## src/atqpd_pkg.sv

```systemverilog
// Package: register map, field layout and reset values of the torque loop block
package atqpd_pkg;
  // Register indices; byte address is four times the index
  localparam logic [7:0] LEARN_HI_IDX = 8'h22;
  localparam logic [7:0] LEARN_LO_IDX = 8'h23;
  localparam logic [7:0] BAND_UP_IDX = 8'h24;
  localparam logic [7:0] BAND_LO_IDX = 8'h25;
  localparam logic [7:0] PGAIN_IDX = 8'h26;
  localparam logic [7:0] DGAIN_IDX = 8'h27;
  localparam logic [7:0] CTRL_IDX = 8'h28;
  localparam logic [7:0] LOAD_LO_IDX = 8'h30;
  localparam logic [7:0] LOAD_HI_IDX = 8'h31;
  localparam logic [7:0] FLOOR_IDX = 8'h32;
  localparam logic [7:0] CEIL_IDX = 8'h33;
  localparam logic [7:0] STEP_IDX = 8'h34;
  localparam logic [7:0] APPLIED_IDX = 8'h35;
  // Reset values
  localparam logic [7:0] LEARN_HI_RST = 8'h20;
  localparam logic [7:0] CTRL_RST = 8'h08;
  localparam logic [7:0] FLOOR_RST = 8'h0a;
  localparam logic [7:0] CEIL_RST = 8'hff;
  // Field positions
  localparam int START_LSB = 3;
  localparam int EN_BIT = 7;
  localparam int TRIG_BIT = 6;
  localparam int HOLD_LSB = 3;
  localparam int WIN_LSB = 0;
  localparam int LEARN_MULT_SHIFT = 3;
  localparam int BAND_SHIFT = 3;
  localparam int CORR_SHIFT = 4;
  // Averaging window codes
  localparam logic [2:0] WIN_TWO = 3'h2;
  localparam logic [2:0] WIN_FOUR = 3'h4;
  localparam logic [2:0] WIN_EIGHT = 3'h7;
  // Learning increments by step code
  localparam logic [8:0] STEP_00 = 9'h080;
  localparam logic [8:0] STEP_01 = 9'h010;
  localparam logic [8:0] STEP_10 = 9'h020;
  localparam logic [8:0] STEP_11 = 9'h040;
  localparam logic [2:0] HOLD_MIN = 3'h1;
  // Learning sequence states, Gray along idle, initial, final
  typedef enum logic [1:0] {
    ATQPD_IDLE = 2'b00,
    ATQPD_INIT = 2'b01,
    ATQPD_FINAL = 2'b11
  } atqpd_learn_t;
endpackage : atqpd_pkg

```

## src/atqpd_avg_if.sv

```systemverilog
// Interface: load samples into the averager and the averaged count back
`timescale 1ns/1ps
`default_nettype none
interface atqpd_avg_if;
  logic [10:0] sample;
  logic sample_valid;
  logic [2:0] window;
  logic [10:0] average;
  modport src (output sample, output sample_valid, output window, input average);
  modport avg (input sample, input sample_valid, input window, output average);
endinterface : atqpd_avg_if
`default_nettype wire

```

## src/atqpd_avg.sv

```systemverilog
// Moving average of the load count over a selectable number of half-cycles
`timescale 1ns/1ps
`default_nettype none
module atqpd_avg
  import atqpd_pkg::*;
(
  input wire logic pclk, // Register clock
  input wire logic presetn, // Async reset, low active
  atqpd_avg_if.avg bus // Sample in, average out
);
  logic [10:0] hist [8];
  logic [10:0] next_hist [8];
  logic [10:0] next_average;
  logic [13:0] sum;
  logic [1:0] shift;
  logic [3:0] depth;

  // Window code to depth; other codes mean no averaging
  always_comb begin
    unique case (bus.window)
      WIN_TWO: begin shift = 2'd1; depth = 4'd2; end
      WIN_FOUR: begin shift = 2'd2; depth = 4'd4; end
      WIN_EIGHT: begin shift = 2'd3; depth = 4'd8; end
      default: begin shift = 2'd0; depth = 4'd1; end
    endcase
  end

  // History shift and windowed sum
  always_comb begin
    next_hist = hist;
    next_average = bus.average;
    sum = 14'h0000;
    if (bus.sample_valid) begin
      next_hist[0] = bus.sample;
      for (int i = 1; i < 8; i++) begin
        next_hist[i] = hist[i-1];
      end
      for (int i = 0; i < 8; i++) begin
        if (4'(i) < depth) begin
          sum = sum + 14'(next_hist[i]);
        end
      end
      next_average = 11'(sum >> shift);
    end
  end

  // History and output registers
  always_ff @(posedge pclk or negedge presetn) begin
    if (!presetn) begin
      for (int i = 0; i < 8; i++) begin
        hist[i] <= 11'h000;
      end
      bus.average <= 11'h000;
    end else begin
      hist <= next_hist;
      bus.average <= next_average;
    end
  end
endmodule : atqpd_avg
`default_nettype wire

```

## src/atqpd_top.sv

```systemverilog
// Torque learning and PD current loop with its APB register bank
//
// The APB register port was left to the implementer.
`timescale 1ns/1ps
`default_nettype none
module atqpd_top
  import atqpd_pkg::*;
#(
  parameter int ADDR_W = 8,
  parameter int LEARN_HALF_CYCLES = 8
) (
  input wire logic pclk, // APB clock, 40 MHz
  input wire logic presetn, // Async reset, low active
  input wire logic psel, // APB select
  input wire logic penable, // APB access phase
  input wire logic pwrite, // APB write
  input wire logic [ADDR_W-1:0] paddr, // APB byte address
  input wire logic [31:0] pwdata, // APB write data
  output logic [31:0] prdata, // APB read data
  output logic pready, // APB ready
  output logic pslverr, // APB error on unmapped address
  input wire logic half_cycle, // Electrical half-cycle boundary pulse
  input wire logic [10:0] load_sample, // Raw load measure per half-cycle
  output logic [7:0] coil_current, // Current level to the bridge
  output logic learning // Learning routine active
);
  // Elaboration checks on parameters the logic cannot serve
  if (ADDR_W < 8) begin : g_bad_addr_w
    $error("ADDR_W too small");
  end
  if (LEARN_HALF_CYCLES < 1 || LEARN_HALF_CYCLES > 255) begin : g_bad_learn
    $error("LEARN_HALF_CYCLES out of range");
  end

  localparam logic [7:0] LEARN_HC = 8'(LEARN_HALF_CYCLES);

  // Saturate a 9-bit level to 8 bits
  function automatic logic [7:0] sat8(input logic [8:0] v);
    return v[8] ? 8'hff : v[7:0];
  endfunction : sat8

  // Absolute difference of two 8-bit values
  function automatic logic [7:0] absdiff(input logic [7:0] a, input logic [7:0] b);
    return (a > b) ? a - b : b - a;
  endfunction : absdiff

  // Register state
  logic [7:0] learn_hi, learn_lo, band_upper_limit, band_lower_limit;
  logic [7:0] proportional_gain, dgain_reg, ctrl, floor_reg, ceil_reg;
  logic [1:0] learn_level_increment;
  logic [7:0] next_learn_hi, next_learn_lo, next_band_up, next_band_lo;
  logic [7:0] next_pgain, next_dgain, next_ctrl, next_floor, next_ceil;
  logic [1:0] next_step;
  logic [31:0] next_prdata;
  logic next_pslverr;
  logic [7:0] idx;
  logic wr_en, setup_phase, mapped;
  logic learn_done;
  logic [10:0] learn_capture;

  atqpd_avg_if avg_bus ();
  logic [10:0] load_torque_count;

  logic torque_adapt_enable, learn_trigger;
  logic [2:0] update_hold_delay, load_average_window, hold_eff;
  logic [3:0] derivative_gain;
  assign torque_adapt_enable = ctrl[EN_BIT];
  assign learn_trigger = ctrl[TRIG_BIT];
  assign update_hold_delay = ctrl[HOLD_LSB +: 3];
  assign load_average_window = ctrl[WIN_LSB +: 3];
  assign derivative_gain = dgain_reg[3:0];
  assign hold_eff = (update_hold_delay < HOLD_MIN) ? HOLD_MIN : update_hold_delay;

  // APB decode; no wait states, pready is tied high and read data comes from a flop
  assign idx = 8'(paddr >> 2);
  assign setup_phase = psel && !penable;
  assign wr_en = psel && penable && pready && pwrite && !pslverr;
  assign pready = 1'b1;
  always_comb begin
    if (idx == LEARN_HI_IDX) mapped = 1'b1;
    else if (idx == LEARN_LO_IDX) mapped = 1'b1;
    else if (idx == BAND_UP_IDX) mapped = 1'b1;
    else if (idx == BAND_LO_IDX) mapped = 1'b1;
    else if (idx == PGAIN_IDX) mapped = 1'b1;
    else if (idx == DGAIN_IDX) mapped = 1'b1;
    else if (idx == CTRL_IDX) mapped = 1'b1;
    else if (idx == LOAD_LO_IDX) mapped = 1'b1;
    else if (idx == LOAD_HI_IDX) mapped = 1'b1;
    else if (idx == FLOOR_IDX) mapped = 1'b1;
    else if (idx == CEIL_IDX) mapped = 1'b1;
    else if (idx == STEP_IDX) mapped = 1'b1;
    else if (idx == APPLIED_IDX) mapped = 1'b1;
    else mapped = 1'b0;
    mapped = mapped && (paddr[1:0] == 2'b00);
  end

  // Read mux, latched in the setup cycle
  always_comb begin
    next_prdata = prdata;
    next_pslverr = pslverr;
    if (setup_phase) begin
      next_pslverr = !mapped;
      next_prdata = 32'h0000_0000;
      if (idx == LEARN_HI_IDX) next_prdata[7:0] = learn_hi;
      else if (idx == LEARN_LO_IDX) next_prdata[7:0] = learn_lo;
      else if (idx == BAND_UP_IDX) next_prdata[7:0] = band_upper_limit;
      else if (idx == BAND_LO_IDX) next_prdata[7:0] = band_lower_limit;
      else if (idx == PGAIN_IDX) next_prdata[7:0] = proportional_gain;
      else if (idx == DGAIN_IDX) next_prdata[7:0] = dgain_reg;
      else if (idx == CTRL_IDX) next_prdata[7:0] = ctrl;
      else if (idx == LOAD_LO_IDX) next_prdata[7:0] = load_torque_count[7:0];
      else if (idx == LOAD_HI_IDX) next_prdata[2:0] = load_torque_count[10:8];
      else if (idx == FLOOR_IDX) next_prdata[7:0] = floor_reg;
      else if (idx == CEIL_IDX) next_prdata[7:0] = ceil_reg;
      else if (idx == STEP_IDX) next_prdata[1:0] = learn_level_increment;
      else if (idx == APPLIED_IDX) next_prdata[7:0] = coil_current;
    end
  end

  // Register writes, trigger self-clear and learned value capture
  always_comb begin
    next_learn_hi = learn_hi;
    next_learn_lo = learn_lo;
    next_band_up = band_upper_limit;
    next_band_lo = band_lower_limit;
    next_pgain = proportional_gain;
    next_dgain = dgain_reg;
    next_ctrl = ctrl;
    next_floor = floor_reg;
    next_ceil = ceil_reg;
    next_step = learn_level_increment;
    if (learn_done) begin
      next_ctrl[TRIG_BIT] = 1'b0;
      next_learn_hi[2:0] = learn_capture[10:8];
      next_learn_lo = learn_capture[7:0];
    end
    if (wr_en) begin
      if (idx == LEARN_HI_IDX) next_learn_hi = pwdata[7:0];
      else if (idx == LEARN_LO_IDX) next_learn_lo = pwdata[7:0];
      else if (idx == BAND_UP_IDX) next_band_up = pwdata[7:0];
      else if (idx == BAND_LO_IDX) next_band_lo = pwdata[7:0];
      else if (idx == PGAIN_IDX) next_pgain = pwdata[7:0];
      else if (idx == DGAIN_IDX) next_dgain = pwdata[7:0];
      else if (idx == CTRL_IDX) begin
        next_ctrl = pwdata[7:0];
        // A set arriving with completion wins
        if (learn_trigger && !pwdata[TRIG_BIT] && !learn_done) next_ctrl[TRIG_BIT] = 1'b1;
      end
      else if (idx == FLOOR_IDX) next_floor = pwdata[7:0];
      else if (idx == CEIL_IDX) next_ceil = pwdata[7:0];
      else if (idx == STEP_IDX) next_step = pwdata[1:0];
    end
  end

  always_ff @(posedge pclk or negedge presetn) begin
    if (!presetn) begin
      learn_hi <= LEARN_HI_RST;
      learn_lo <= 8'h00;
      band_upper_limit <= 8'h00;
      band_lower_limit <= 8'h00;
      proportional_gain <= 8'h00;
      dgain_reg <= 8'h00;
      ctrl <= CTRL_RST;
      floor_reg <= FLOOR_RST;
      ceil_reg <= CEIL_RST;
      learn_level_increment <= 2'b00;
      prdata <= 32'h0000_0000;
      pslverr <= 1'b0;
    end else begin
      learn_hi <= next_learn_hi;
      learn_lo <= next_learn_lo;
      band_upper_limit <= next_band_up;
      band_lower_limit <= next_band_lo;
      proportional_gain <= next_pgain;
      dgain_reg <= next_dgain;
      ctrl <= next_ctrl;
      floor_reg <= next_floor;
      ceil_reg <= next_ceil;
      learn_level_increment <= next_step;
      prdata <= next_prdata;
      pslverr <= next_pslverr;
    end
  end

  // Load averaging
  assign avg_bus.sample = load_sample;
  assign avg_bus.sample_valid = half_cycle;
  assign avg_bus.window = load_average_window;
  assign load_torque_count = avg_bus.average;
  atqpd_avg u_avg (
    .pclk(pclk),
    .presetn(presetn),
    .bus(avg_bus)
  );

  // Learning sequence: initial level, then final level
  atqpd_learn_t lstate, next_lstate;
  logic [7:0] lcnt, next_lcnt;
  logic [8:0] init_level, final_level, step_val;
  assign init_level = 9'(learn_hi[7:START_LSB]) << LEARN_MULT_SHIFT;
  always_comb begin
    unique case (learn_level_increment)
      2'b00: step_val = STEP_00;
      2'b01: step_val = STEP_01;
      2'b10: step_val = STEP_10;
      default: step_val = STEP_11;
    endcase
  end
  assign final_level = init_level + step_val;
  assign learn_capture = load_torque_count;
  assign learn_done = (lstate == ATQPD_FINAL) && half_cycle && (lcnt == LEARN_HC - 8'h01);
  assign learning = (lstate != ATQPD_IDLE);

  always_comb begin
    next_lstate = lstate;
    next_lcnt = lcnt;
    case (lstate)
      ATQPD_IDLE: begin
        next_lcnt = 8'h00;
        if (learn_trigger) next_lstate = ATQPD_INIT;
      end
      ATQPD_INIT: begin
        if (half_cycle) begin
          next_lcnt = lcnt + 8'h01;
          if (lcnt == LEARN_HC - 8'h01) begin
            next_lcnt = 8'h00;
            next_lstate = ATQPD_FINAL;
          end
        end
      end
      ATQPD_FINAL: begin
        if (half_cycle) next_lcnt = lcnt + 8'h01;
        if (learn_done) next_lstate = ATQPD_IDLE;
      end
      default: next_lstate = ATQPD_IDLE;
    endcase
  end

  always_ff @(posedge pclk or negedge presetn) begin
    if (!presetn) begin
      lstate <= ATQPD_IDLE;
      lcnt <= 8'h00;
    end else begin
      lstate <= next_lstate;
      lcnt <= next_lcnt;
    end
  end

  // PD loop on the averaged count against the band
  logic [7:0] load8, err, prev_err, next_prev_err, derr, applied, next_applied;
  logic [2:0] hold_cnt, next_hold_cnt;
  logic raise, lower;
  logic [16:0] corr;
  logic [7:0] delta;
  logic [8:0] target;
  assign load8 = load_torque_count[10:BAND_SHIFT];
  assign raise = load8 > band_upper_limit;
  assign lower = load8 < band_lower_limit;
  assign err = raise ? load8 - band_upper_limit : (lower ? band_lower_limit - load8 : 8'h00);
  assign derr = absdiff(err, prev_err);
  assign corr = (17'(proportional_gain) * 17'(err) + 17'(derivative_gain) * 17'(derr)) >> CORR_SHIFT;
  assign delta = (corr > 17'h000ff) ? 8'hff : ((corr == 17'h00000) ? 8'h01 : corr[7:0]);

  always_comb begin
    next_applied = applied;
    next_hold_cnt = hold_cnt;
    next_prev_err = prev_err;
    target = 9'(applied);
    if (!torque_adapt_enable) begin
      next_applied = ceil_reg;
      next_hold_cnt = 3'h0;
      next_prev_err = 8'h00;
    end else if (half_cycle) begin
      if (hold_cnt < hold_eff) next_hold_cnt = hold_cnt + 3'h1;
      // Compare against hold minus one so a move comes every hold half-cycles, counting the moving pulse
      if (hold_cnt >= hold_eff - 3'h1 && (raise || lower)) begin
        if (raise) target = 9'(applied) + 9'(delta);
        else target = (9'(delta) > 9'(applied)) ? 9'h000 : 9'(applied) - 9'(delta);
        next_hold_cnt = 3'h0;
        next_prev_err = err;
      end
    end
    if (torque_adapt_enable) begin
      if (sat8(target) > ceil_reg) next_applied = ceil_reg;
      else if (sat8(target) < floor_reg) next_applied = floor_reg;
      else next_applied = sat8(target);
    end
  end

  always_ff @(posedge pclk or negedge presetn) begin
    if (!presetn) begin
      applied <= CEIL_RST;
      hold_cnt <= 3'h0;
      prev_err <= 8'h00;
      coil_current <= CEIL_RST;
    end else begin
      applied <= next_applied;
      hold_cnt <= next_hold_cnt;
      prev_err <= next_prev_err;
      coil_current <= (next_lstate == ATQPD_INIT) ? sat8(init_level) :
                      (next_lstate == ATQPD_FINAL) ? sat8(final_level) : next_applied;
    end
  end

  // Checks
  a_disabled_ceiling: assert property (@(posedge pclk) disable iff (!presetn)
    !torque_adapt_enable && !learning |=> applied == $past(ceil_reg))
    else $error("disabled current not at ceiling");
  a_current_bounds: assert property (@(posedge pclk) disable iff (!presetn)
    torque_adapt_enable && $stable(floor_reg) && $stable(ceil_reg) && floor_reg <= ceil_reg
    |=> applied >= floor_reg && applied <= ceil_reg)
    else $error("current outside floor and ceiling");
  a_change_on_edge: assert property (@(posedge pclk) disable iff (!presetn)
    torque_adapt_enable && $past(torque_adapt_enable) && !half_cycle && $stable(floor_reg) && $stable(ceil_reg)
    |=> $stable(applied))
    else $error("current changed off a half-cycle");
  a_band_hold: assert property (@(posedge pclk) disable iff (!presetn)
    torque_adapt_enable && half_cycle && !raise && !lower && applied >= floor_reg && applied <= ceil_reg
    |=> applied == $past(applied))
    else $error("current moved inside band");
  a_hold_wait: assert property (@(posedge pclk) disable iff (!presetn)
    torque_adapt_enable && half_cycle && hold_cnt < hold_eff - 3'h1 |=> applied == $past(applied))
    else $error("current changed before hold delay");
  a_raise_up: assert property (@(posedge pclk) disable iff (!presetn)
    torque_adapt_enable && half_cycle && raise && hold_cnt >= hold_eff - 3'h1 && applied < ceil_reg
    && floor_reg <= applied |=> applied > $past(applied))
    else $error("current did not rise above band");
  a_learn_start: assert property (@(posedge pclk) disable iff (!presetn)
    lstate == ATQPD_IDLE && learn_trigger |=> lstate == ATQPD_INIT ##0 coil_current == sat8(init_level))
    else $error("learning did not start");
  a_trig_clear: assert property (@(posedge pclk) disable iff (!presetn)
    learn_done && !wr_en |=> !learn_trigger ##1 !learning)
    else $error("trigger not cleared after learning");
  a_apb_err: assert property (@(posedge pclk) disable iff (!presetn)
    setup_phase && !mapped |=> pslverr && prdata == 32'h0000_0000)
    else $error("unmapped access not flagged");
  c_learn_run: cover property (@(posedge pclk) disable iff (!presetn) learn_done);
  c_raise: cover property (@(posedge pclk) disable iff (!presetn) torque_adapt_enable && half_cycle && raise);
  c_lower: cover property (@(posedge pclk) disable iff (!presetn) torque_adapt_enable && half_cycle && lower);
  c_write_ctrl: cover property (@(posedge pclk) disable iff (!presetn) wr_en && idx == CTRL_IDX);
endmodule : atqpd_top
`default_nettype wire

```

## config.mk

```make
export PLATFORM = sky130hd
export DESIGN_NAME = atqpd_top
export DESIGN_NICKNAME = d
export VERILOG_FILES = /design/src/atqpd_pkg.sv /design/src/atqpd_avg_if.sv /design/src/atqpd_avg.sv /design/src/atqpd_top.sv
export SDC_FILE = /design/constraint.sdc
export NUM_CORES = 1
export LEC_CHECK = 0
export ABC_AREA = 1
export BUFFER_PORTS_ARGS = -buffer_cell sky130_fd_sc_hd__clkbuf_2
export CAP_MARGIN = 20
export CORE_MARGIN = 4
export CORE_UTILIZATION = 40
export CTS_CLUSTER_DIAMETER = 30
export CTS_CLUSTER_SIZE = 16
export DETAILED_ROUTE_END_ITERATION = 16
export PLACE_DENSITY = 0.61
export RECOVER_POWER = 100
export SLEW_MARGIN = 20
export SYNTH_ARGS = -nofsm -noshare
export SYNTH_HDL_FRONTEND = slang
export SYNTH_SLANG_ARGS = --single-unit
export TNS_END_PERCENT = 10
```

## constraint.sdc

```tcl
create_clock -name pclk -period 30.4 [get_ports pclk]
set_input_delay 3.04 -clock pclk [delete_from_list [all_inputs] [get_ports pclk]]
set_output_delay 3.04 -clock pclk [all_outputs]
set_load 0.01 [all_outputs]
```

[Word-level counts from Yosys, hierarchy flattened]
Cells that the tools add are included.
Widths: inputs -> output; s select.
Storage, ports and cells
  output and inout bits: 43
  word-level logic and storage cells: 236
  input bits: 57
  register bits: 208
Operators by class
  reductions and logical operators: 34
  mux-type cells: 98
  bitwise gates (word level): 9
  $add $sub $neg: 18
  multiply operators: 2
  shift-type cells: 1
  equal/unequal tests: 28
  $lt $le $gt $ge: 18
Operators with widths (number)
  $mux 8: 33
  $mux 14: 15
  $add 14x11->14: 7
  $eq 6x6->1 const B: 13
  $mux 7: 8
  $pmux 8 s3: 2
  $mux 9: 5
  $gt 8x8->1: 4
  $sub 8x8->8: 4
  $mux 3: 9
  $add 8x8->9: 2
  $add 16x12->17: 1
  $logic_not 17->1: 1
  $lt 3x4->1 const A: 4
  $lt 8x8->1: 2
  $mul 8x8->16: 1
  $mux 1: 15
  $shr 14x2->11: 1
  $gt 13x8->1 const B: 1
  $mul 4x8->12: 1
  $pmux 2 s3: 2
  $pmux 4 s3: 1
  $mux 11: 1
  $reduce_and 11->1: 1
  36 further kinds: 74

[Logic depth before layout (Yosys ltp)]
Gate-level depths: netlist (run 1).
  word-level depth: 27
  depth in mapped cells: 79
  mapped depth without buffers: 78

[Cells and area by module]
From an unflattened synthesis (run 1), not the netlist that was laid out.
Second synthesis, totals
  cells, all modules: 2804
  area total of the unflattened synthesis: 20229.4 µm²
Modules (own cells, without submodules)
  atqpd_top: times used 1, seq. area each 3037.9 µm², cells an instance 1582, area an instance 12082.8 µm²
  atqpd_avg: times used 1, seq. area each 2202.1 µm², cells an instance 1222, area an instance 8146.6 µm²

[Least setup slack after synthesis (run 1)]
No wires, ideal clock.
  kind: flip-flop to flip-flop
  start point: register u_avg.bus.average[3]
  end point: register coil_current[3]
  period minus slack after synthesis: 11.802 ns
  cell stages (with the launch flop): 76
  path slack: 18.598 ns
  buffers on the path: 4
  library setup time: 0.076 ns
  required time: 30.324 ns
  arrival: 11.726 ns
  cells stage by stage: dfrtp_1 > inv_1 > ha_1 > inv_1 > fa_1 > nand3_1 > nand2_1 > nand2_1 > o211ai_2 > nand2_2 > buf_6 > clkbuf_1 > o21ai_0 > o21ai_1 > inv_1 > ha_1 > inv_1 > nor3_1 > [40 not listed] > nor2_1 > xor2_1 > a21oi_1 > nand2_1 > a21boi_0 > inv_1 > ha_1 > nand2_1 > nor2_1 > a211oi_1 > nand2_2 > buf_6 > clkinv_1 > nand2_1 > nand3_2 > nand3_1 > o21ai_1 > inv_1
Between the ends
  cells in the longest elaborated chain, start to end: 23
  elaborated cells between the ends (all ways): 35
  those cells by class: 7 x add/sub; 2 x mul; 7 x order compare; 16 x mux; 3 x reduce/logical
Ends and longest elaborated chain
  start: declaration: RTL line atqpd_avg_if.sv:10  | modport avg (input sample, input sample_valid, input window, output average);
  start signal: assignment: RTL line atqpd_avg.sv:56  | bus.average <= next_average;
  branches (longest 13 deep; another with $add 16x12->17)
  $mux 9 *: RTL line atqpd_top.sv:276  | if (hold_cnt >= hold_eff - 3'h1 && (raise || lower)) begin
  $mux 9 *: RTL line atqpd_top.sv:273  | end else if (half_cycle) begin
  $mux 9 *: RTL line atqpd_top.sv:269  | if (!torque_adapt_enable) begin
  $mux 8 *: RTL line atqpd_top.sv:39  | return v[8] ? 8'hff : v[7:0];
  $lt 8x8->1: RTL line atqpd_top.sv:285  | else if (sat8(target) < floor_reg) next_applied = floor_reg;
  $mux 8: RTL line atqpd_top.sv:285
  $mux 8 *: RTL line atqpd_top.sv:284  | if (sat8(target) > ceil_reg) next_applied = ceil_reg;
  $mux 8 *: RTL line atqpd_top.sv:283  | if (torque_adapt_enable) begin
  $mux 8 *: RTL line atqpd_top.sv:301  | (next_lstate == ATQPD_FINAL) ? sat8(final_level) : next_applied;
  $mux 8 *: RTL line atqpd_top.sv:300  | coil_current <= (next_lstate == ATQPD_INIT) ? sat8(init_level) :
  end signal: assignment: RTL line atqpd_top.sv:300
  end: declaration: RTL line atqpd_top.sv:24  | output logic [7:0] coil_current,
Mark *: on every way between the ends.
A chain may end at the register's enable or synchronous reset.

[Worst setup path in the final report (run 1)]
  start point: register u_avg.bus.average[3]
  end point: register coil_current[4]
Between the ends
  cells in the longest elaborated chain, start to end: 23
  elaborated cells between the ends (all ways): 35
  those cells by class: 7 x add/sub; 2 x mul; 7 x order compare; 16 x mux; 3 x reduce/logical
Ends and longest elaborated chain
  branches (longest 13 deep; another with $add 16x12->17)
  $mux 9 *: RTL line atqpd_top.sv:276
  $mux 9 *: RTL line atqpd_top.sv:273
  $mux 9 *: RTL line atqpd_top.sv:269
  $mux 8 *: RTL line atqpd_top.sv:39
  $lt 8x8->1: RTL line atqpd_top.sv:285
  $mux 8: RTL line atqpd_top.sv:285
  $mux 8 *: RTL line atqpd_top.sv:284
  $mux 8 *: RTL line atqpd_top.sv:283
  net next_applied[4]: RTL line atqpd_top.sv:250  | logic [7:0] load8, err, prev_err, next_prev_err, derr, applied, next_applied;
  $mux 8 *: RTL line atqpd_top.sv:301
  $mux 8 *: RTL line atqpd_top.sv:300
Mark *: on every way through the listed nets, which the timed path passes.

==> metrics.md, run 1 <==
| Metric | Value |
|---|---|
| Clk Latency, worst-skew pair | `0.58 ns` |
| Initial antenna violation count | `0` |
| Combinational fraction of design power | `0.241` |
| Post-synth EDFFs | `0` |
| CTS tree | `done` |
| Number of setup buffers added after CTS | `0` |
| Hold buffers post-CTS | `0` |
| Top_reg_cell synth | `dfrtp_1` |
| Pleak | `0.01154 uW` |
| Drc violations | `0` |
| Net count reported at finish | `3,150` |
| CTS max path bufs | `3` |
| Via density | `5.178` |
| Met1 WL | `23,910 um` |
| Worst VDD drop | `38.77 uV` |
| Critical Path Start Type | `register` |
| H-tree levels | `3` |
| Share of the synthesized area in the top cell type | `0.2261` |
| Worst min path class | `reg2reg` |
| Root buf cell | `clkbuf_16` |
| Slowest cell on crit path | `o21ai_0` |
| Top cells by area, synth | `dfrtp_1 (23%), ha_1 (13%), nand2_1 (12%)` |
| Crit-path max FO | `21` |
| Flop pwr share | `0.258` |
| Max reg flops | `77` |
| Fin. max-slew vios | `367` |
| Commonest non-fill, non-tap cell in the layout | `nand2_1` |
| Setup_tns | `0 ns` |
| DIE HEIGHT | `231.2 um` |
| Vias | `18,260` |
| Pint | `881.5 uW` |
| Total Power | `1314 uW` |
| Largest regs | `u_avg.hist x77, u_avg.bus.average x11` |
| Share of the yosys chip area belonging to registers | `0.2631` |
| Final HPWL DP | `43,790 um` |
| Initial Util | `0.4061` |
| Worst-Margin Slew | `4.049 ns` |
| Final Hold Fails | `0` |
| Worst Setup End Kind | `register` |
| Ant. Diodes | `0` |
| Reg clk slew, reported paths | `0.04 ns` |
| Layout cells sized above 1 | `0.08313` |
| Placer Congestion | `0.9067` |
| Routed wl met3 | `2682 um` |
| Post-cts sizing count | `0` |
| Switching power | `432.1 uW` |
| Power per cell area | `57.69 nW/um^2` |
| Top sig layer | `met4` |
| ANT nets after route | `0` |
| Core area | `49,050 um^2` |
| Most frequent CP cell | `nand2_1` |
| I/O pin cnt | `100` |
| Met2 Wirelength | `28,140 um` |
| WHS Path Cells | `2` |
| DR WL/cell | `16.10 um` |
| RSZ-0062 raised after global routing | `false` |
| IO buf count | `50` |
| Area of the multi-input gates | `12,540 um^2` |
| CP Data Required Time | `30.88 ns` |
| Die X | `231.2 um` |
| Failing checks | `capacitance limit, slew limit` |
| Vias in the first global route | `18,570` |
| Fill cells | `5,015` |
| Die Area | `53,430 um^2` |
| Syn. warnings | `0` |
| First-pass GRT wire length | `93,120 um` |
| Register area | `5240 um^2` |
| Outcome | `finished with violations` |
| #FFs+latches synth | `208` |
| Biggest register | `u_avg.hist` |
| Period Utilization, post-route | `0.5094` |
| Mean Syn Cell Area | `7.249 um^2` |
| Synth async-reset ratio | `1.000` |
| CP arrival | `15.97 ns` |
| Worst Reg-to-Reg Cells | `70` |
| Synth cell types | `67` |
| Net Sw Frac | `0.3289` |
| GRT overflow | `0` |
| Starting DRT DRC Count | `1,231` |
| WS Path Type | `reg2reg` |
| Setup Skew | `0.02185 ns` |
| Mapped cell area | `19,920 um^2` |
| Final setup viols | `0` |
| Slew HR | `-1.699` |
| CP peak stage delay | `1.31 ns` |
| Pin count of the biggest net entering global routing | `73` |
| Number of cell rows | `81` |
| Total global-route track usage | `0.2134` |
| Clock network power share | `0.501` |
| Area leader, netlist | `dfrtp_1` |
| 1st-pass router iterations | `5` |
| TritonCTS Buffers | `66` |
| Maxcap violations | `6` |
| Most frequent cells in the layout | `nand2_1 (621), inv_1 (449), o21ai_0 (248)` |
| Fin crit period | `15.49 ns` |
| Synthesized netlist cell count | `2,748` |
| Clock Sink Count | `208` |
| P&R area growth vs syn | `14.30%` |
| Fmax | `0.06457 GHz` |
| Final wirelength | `56,800 um` |
## worst paths after layout
path	start	end	slack, ns
setup / recovery	u_avg.bus.average[3]	coil_current[4]	14.91
hold / removal	u_avg.hist[19]	u_avg.hist[19]	0.48
setup reg to reg	u_avg.bus.average[3]	coil_current[4]	14.91
hold reg to reg	u_avg.hist[19]	u_avg.hist[19]	0.48
max in group asynchronous	presetn	dgain_reg[2]	21.34
min in group asynchronous	presetn	u_avg.hist[18]	3.89
## final cells by class
cell class / instances / share of cell area
multi-input combinational: 2016 / 0.5506
timing repair buffer: 59 / 0.01182
clock buffer: 86 / 0.07891
sequential: 208 / 0.2301
tap: 664 / 0.03649
inverter: 463 / 0.07633
clock inverter: 31 / 0.01566
## cell families (layout without fill, tap and decap cells)
logic type,Yosys count,in the layout,synth area share
flops,208,208,0.2631
fa+ha+maj,279,279,0.2054
mux,2,2,0.001005
buf+inv,547,639,0.1092
simple gates,1068,1068,0.2268
compound gates,575,575,0.1644
xor+xnor,67,67,0.02984
other cells,2,25,0.0003770
## Yosys cell counts, types with 4 or more instances
cell and number:
o21ai_0 244, clkbuf_1 47, buf_4 27, a21oi_1 186, nand3b_1 7, buf_2 4
dfrtp_1 180, nand2_2 14, a31oi_1 15, clkinv_1 5, a221oi_1 10, o211ai_2 5
o22ai_1 24, nand3_2 4, o21a_1 8, nand3_1 111, nand4_1 12, fa_1 80
nor2_2 7, nor2_1 212, inv_2 10, inv_1 448, a211oi_1 6, o211ai_1 14
o21bai_1 14, nor3_1 33, o221ai_1 4, nor4_1 6, xor2_1 46, buf_1 4
o31ai_1 4, ha_1 199, xnor2_1 20, or2_2 30, dfstp_2 28, nand2_1 618
a21o_1 11, o21ai_1 7
## metrics by stage
| stage | setup WS, ns | util | instances | hold WS, ns | instance area [um^2] |
|---|---|---|---|---|---|
| floorplan | 18.60 | - | 2771 | 0.4530 | 20010 |
| global placement | 16.32 | 0.4227 | 3410 | 0.4669 | 20730 |
| detailed placement | 16.26 | 0.4227 | 3410 | 0.4770 | 20730 |
| CTS | 16.20 | 0.4666 | 3527 | 0.4858 | 22890 |
| global route | 13.47 | 0.4642 | 3527 | 0.5054 | 22770 |
| finish | 14.91 | 0.4642 | 3527 | 0.4814 | 22770 |
## metal layers
layer  up-vias  track usage
met2       451       0.3811
met4         0      0.07743
met3       136      0.03663
met1      8665       0.2583
met5         -            0
li1       9010            -
## power by group through the flow
stage	Sequential (uW)	Clock, uW	Combinational [uW]
floorplan	333	0	233
global placement	342	0	311
detailed placement	342	0	317
CTS	339	668	319
global route	342	686	362
finish	339	658	316
## critical path, delay by kind of cell, from the launching register on
kind | cells | cell delay (ns)
simple gates | 31 | 4.76
fa+ha+maj | 12 | 4.57
compound gates | 12 | 3.53
buf+inv | 13 | 1.45
flops | 1 | 0.40
xor+xnor | 1 | 0.35
mux | 1 | 0.30
Power figures use the tool's default switching activity.
==> run 2, diff against run 1 <==
- clock period: 30.4 -> 14.3 ns (I/O delays scaled with it)
==> run 2 against run 1 <==
- the flow still finishes with violations (capacitance limit, slew limit)
- non-clock buffer count increased by 5
- critical path depth up 3
- routed wire length up 0.22%
- cell area shrank 0.14%
- die area stayed put
- final cell count is 0.11% lower
- sequential share of layout area about the same
- clock-buffer cell count is 21 lower
- largest power group unchanged
- highest routed layer unchanged
==> metrics.md, run 2 (synthesis results as in run 1) <==
| Metric | Value |
|---|---|
| Starting DRT DRC Count | `993` |
| DR WL/cell | `16.16 um` |
| Fill cells | `4,975` |
| CTS max path bufs | `3` |
| Number of cell rows | `81` |
| Root buf cell | `clkbuf_16` |
| Final setup viols | `0` |
| Biggest register | `u_avg.hist` |
| Register area | `5240 um^2` |
| Setup Skew | `0.03763 ns` |
| Worst r2r src | `u_avg.bus.average[3]` |
| Maxcap violations | `5` |
| Pin count of the biggest net entering global routing | `95` |
| 1st-pass router iterations | `7` |
| Fmax | `0.07578 GHz` |
| Most frequent cells in the layout | `nand2_1 (616), inv_1 (447), o21ai_0 (244)` |
| Hold buffers post-CTS | `0` |
| Final wirelength | `56,920 um` |
| CP arrival | `13.71 ns` |
| CP peak stage delay | `0.54 ns` |
| Outcome | `finished with violations` |
| Commonest non-fill, non-tap cell in the layout | `nand2_1` |
| WS Path Type | `reg2reg` |
| Largest regs | `u_avg.hist x77, u_avg.bus.average x11` |
| Worst setup path start | `u_avg.bus.average[3]` |
| Clk Latency, worst-skew pair | `0.61 ns` |
| IO buf count | `50` |
| Die Area | `53,430 um^2` |
| Placer Congestion | `0.9204` |
| Final HPWL DP | `44,160 um` |
| Final core utilization | `0.4635` |
| First-pass GRT wire length | `93,720 um` |
| I/O pin cnt | `100` |
| Layout cells sized above 1 | `0.08954` |
| Vias | `18,130` |
| Ant. Diodes | `0` |
| Initial Util | `0.4061` |
| Net count reported at finish | `3,146` |
| Worst VDD drop | `95.76 uV` |
| Internal reg-to-reg setup slack | `1.10 ns` |
| Reg clk slew, reported paths | `0.05 ns` |
| H-tree levels | `2` |
| Fin. max-slew vios | `395` |
| CTS tree | `done` |
| Vias in the first global route | `18,270` |
| Fin crit period | `13.20 ns` |
| Slowest cell on crit path | `fa_1` |
| Power per cell area | `119.5 nW/um^2` |
| Crit-path max FO | `14` |
| Total Power | `2716 uW` |
| Clock Sink Count | `208` |
| FF-to-FF End | `coil_current[7]` |
| ANT nets after route | `0` |
| GRT overflow | `0` |
| Area of the multi-input gates | `12,590 um^2` |
| Worst min path class | `reg2reg` |
| Max reg flops | `77` |
| Core area | `49,050 um^2` |
| Pleak | `0.01149 uW` |
| Worst-Margin Slew | `5.175 ns` |
| RSZ-0062 raised after global routing | `false` |
| Period Utilization, post-route | `0.9228` |
| Final Hold Fails | `0` |
| Most frequent CP cell | `nand2_1` |
| Setup_tns | `0 ns` |
| P&R area growth vs syn | `14.15%` |
| Slew HR | `-2.450` |
| Die X | `231.2 um` |
| DIE HEIGHT | `231.2 um` |
| Worst Setup End Kind | `register` |
| TritonCTS Buffers | `57` |
| Worst Reg-to-Reg Cells | `73` |
| CP Data Required Time | `14.81 ns` |
| Initial antenna violation count | `0` |
| Critical Path Start Type | `register` |
| Worst Setup EP | `coil_current[7]` |
| Via density | `5.147` |
| Failing checks | `capacitance limit, slew limit` |
| Drc violations | `0` |
| WHS Path Cells | `2` |
| Total global-route track usage | `0.2143` |
-- run 2: power by group --
| part | switching, uW | internal (uW) | total (uW) | leakage, uW |
|---|---|---|---|---|
| sequential | 55.7 | 662 | 717 | 0.00265 |
| clock | 442 | 874 | 1320 | 0.000956 |
| combinational | 447 | 236 | 683 | 0.00789 |
-- run 2: layout make-up --
type	count	area share
Timing Repair Buffer	64	0.01376
Multi-Input combinational cell	2016	0.5539
Tap cell	664	0.03654
Inverter	463	0.07655
Clock inverter	43	0.02113
Sequential cell	208	0.2305
Clock buffer	65	0.06763
-- run 2: repair_timing --
item	in CTS	in global routing
endpoints found under the setup margin	0	16
buffers inserted	0	1
gates resized for setup	0	10
-- run 2: worst min-delay path by stage --
stage                             start                   to
finish              band_upper_limit[2]  band_upper_limit[2]
global route               dgain_reg[6]         dgain_reg[6]
CTS                 band_upper_limit[2]  band_upper_limit[2]
detailed placement  band_upper_limit[2]  band_upper_limit[2]
global placement    band_lower_limit[0]  band_lower_limit[0]
floorplan           band_lower_limit[0]  band_lower_limit[0]
-- run 2: per-layer routing --
layer / vias up / track usage / wire (um)
li1: 9007 / - / -
met1: 8630 / 0.2597 / 24100
met2: 372 / 0.3862 / 28590
met3: 124 / 0.03085 / 2211
met4: 0 / 0.07931 / 2021
met5: - / 0 / 0
-- run 2: critical path, delay by kind of cell (launching register included) --
family                     cells  cell delay (ns)
AOI/OAI and AO/OA             11             1.93
buffers and inverters         14             1.37
DFF                            1             0.41
adders and majority gates     12             4.70
muxes                          1             0.28
and+or+nand+nor               34             4.19
xor gates and xnor gates       1             0.25
-- run 2: stage by stage --
stage	instance area, um^2	instances	hold WS (ns)	setup slack (ns)
2_1_floorplan	20010	2771	0.4530	2.498
3_3_place_gp	20760	3414	0.4703	0.8316
3_5_place_dp	20760	3414	0.4746	0.6644
4_1_cts	22780	3522	0.4864	0.5879
5_1_grt	22740	3523	0.5091	0.005870
6_report	22740	3523	0.4844	1.104
==> run 3, diff against run 2 <==
- RECOVER_POWER: 100 -> default
==> run 3 against run 2 <==
- the run now ends clean
- routed wire length grew 0.13%
- utilization grew 0.16 points
- clock power is essentially flat
- first-iteration DRC count rose by 2.6%
- sequential share of layout area fell by 0.080 points
- global-route usage stayed put
- non-clock buffer count did not move
- critical path type unchanged
==> metrics.md, run 3 (synthesis results as in run 1) <==
| Metric | Value |
|---|---|
| Vias in the first global route | `18,270` |
| Period Utilization, post-route | `0.9236` |
| Pleak | `0.01159 uW` |
| Die X | `231.2 um` |
| DIE HEIGHT | `231.2 um` |
| Slowest cell on crit path | `fa_1` |
| Power per cell area | `119.3 nW/um^2` |
| Slew HR | `0.2994` |
| Worst setup path start | `u_avg.bus.average[3]` |
| RSZ-0062 raised after global routing | `false` |
| ANT nets after route | `0` |
| Crit-path max FO | `14` |
| Worst VDD drop | `95.43 uV` |
| Global routing usage on met2 | `0.3862` |
| CP peak stage delay | `0.54 ns` |
| Met3 Resource Use GR | `0.03085` |
| CP arrival | `13.73 ns` |
| Setup_tns | `0 ns` |
| Hold path start | `band_upper_limit[2]` |
| Ant. Diodes | `0` |
| Clk Latency, worst-skew pair | `0.61 ns` |
| Most frequent cells in the layout | `nand2_1 (616), inv_1 (446), o21ai_0 (242)` |
| Fin. max-slew vios | `0` |
| Total Power | `2721 uW` |
| Via density | `5.126` |
| Net count reported at finish | `3,146` |
| Drc violations | `0` |
| Fmax | `0.07571 GHz` |
| Clock Sink Count | `208` |
| 1st-pass router iterations | `6` |
| Vias | `18,060` |
| Layout cells sized above 1 | `0.1028` |
| Final wirelength | `57,000 um` |
| Final Hold Fails | `0` |
| WS Path Type | `reg2reg` |
| H-tree levels | `2` |
| Most frequent CP cell | `nand2_1` |
| Max reg flops | `77` |
| CTS max path bufs | `3` |
| CP Data Required Time | `14.82 ns` |
| Setup Skew | `0.03966 ns` |
| First-pass GRT wire length | `93,720 um` |
| DR WL/cell | `16.18 um` |
| Final setup viols | `0` |
| Starting DRT DRC Count | `1,019` |
| Final HPWL DP | `44,160 um` |
| Total global-route track usage | `0.2143` |
| Core area | `49,050 um^2` |
| Worst-Margin Slew | `1.047 ns` |
| Placer Congestion | `0.9204` |
| Final core utilization | `0.4651` |
| Die Area | `53,430 um^2` |
| Fill cells | `4,958` |
| Commonest non-fill, non-tap cell in the layout | `nand2_1` |
| Worst r2r src | `u_avg.bus.average[3]` |
| Fin crit period | `13.21 ns` |
| Hold buffers post-CTS | `0` |
| Worst min path class | `reg2reg` |
| CTS tree | `done` |
| Outcome | `completed` |
| Initial antenna violation count | `0` |
| Reg clk slew, reported paths | `0.05 ns` |
| P&R area growth vs syn | `14.54%` |
| Largest regs | `u_avg.hist x77, u_avg.bus.average x11` |
| Worst Setup End Kind | `register` |
| GRT overflow | `0` |
| TritonCTS Buffers | `57` |
| Biggest register | `u_avg.hist` |
| I/O pin cnt | `100` |
| Pin count of the biggest net entering global routing | `95` |
| Number of cell rows | `81` |
| Grt met1 use | `0.2597` |
| IO buf count | `50` |
| Root buf cell | `clkbuf_16` |
| Gr busiest metal | `met2` |
| Initial Util | `0.4061` |
| Maxcap violations | `0` |
| Critical Path Start Type | `register` |
## run 3: cell count changes in the layout (fill, tap and decap cells not counted), sizes merged
| cell | change |
|---|---|
| inv | +1 |
| buf | +6 |
| clkinv | -1 |
| clkbuf | -6 |
## run 3: path summary, 6_finish.rpt
check,to,slack [ns],cells past startpoint
worst max-delay path,coil_current[4],1.09,69
worst min-delay path,band_upper_limit[2],0.49,2
worst max register to register,coil_current[4],1.09,69
worst min register to register,band_upper_limit[2],0.49,2
max in group asynchronous,prev_err[3],12.04,2
min in group asynchronous,u_avg.hist[20],0.86,1
## run 3: routing by layer
metal	up-vias	share of wire	routed length, um
met2	389	0.50	28580
met3	115	0.039	2201
li1	9004	-	-
met1	8552	0.42	24200
met4	0	0.035	2017
met5	-	0	0
## run 3: cell type report
cell class                      count  area (um^2)  share of cell area
Tap cell                          664        830.8             0.03641
Multi-Input combinational cell   2016        12620              0.5532
Clock inverter                     43        480.5             0.02106
Sequential cell                   208         5240              0.2297
Clock buffer                       65         1538             0.06740
Timing Repair Buffer               64        365.4             0.01601
Inverter                          463         1740             0.07628
## run 3: worst max-delay path: cells and delay by family (launching register included)
kind,cells,cell delay [ns]
flops,1,0.41
mux,1,0.28
simple gates,28,3.67
xor+xnor,2,0.41
fa+ha+maj,11,4.69
buf+inv,12,1.26
compound gates,15,2.40
## run 3: power by group
| group | leakage [uW] | internal [uW] | switching (uW) | total (uW) |
|---|---|---|---|---|
| Combinational | 0.00798 | 239 | 448 | 686 |
| Sequential | 0.00265 | 662 | 55.8 | 718 |
| Clock | 0.000956 | 874 | 443 | 1320 |
| Total | 0.0116 | 1770 | 947 | 2720 |
## run 3: what timing repair did
item,CTS,global route
setup buffers,0,1
endpoints found under the setup margin,0,16
gates resized for setup,0,10
## run 3: stage by stage
step / cell area, um^2 / std cells / setup WS (ns) / hold WS (ns)
floorplan: 20010 / 2771 / 2.498 / 0.4530
detailed placement: 20760 / 3414 / 0.6644 / 0.4746
finish: 22820 / 3523 / 1.092 / 0.4859
global route: 22820 / 3523 / 0.005917 / 0.5091
CTS: 22780 / 3522 / 0.5879 / 0.4864
global placement: 20760 / 3414 / 0.8316 / 0.4703
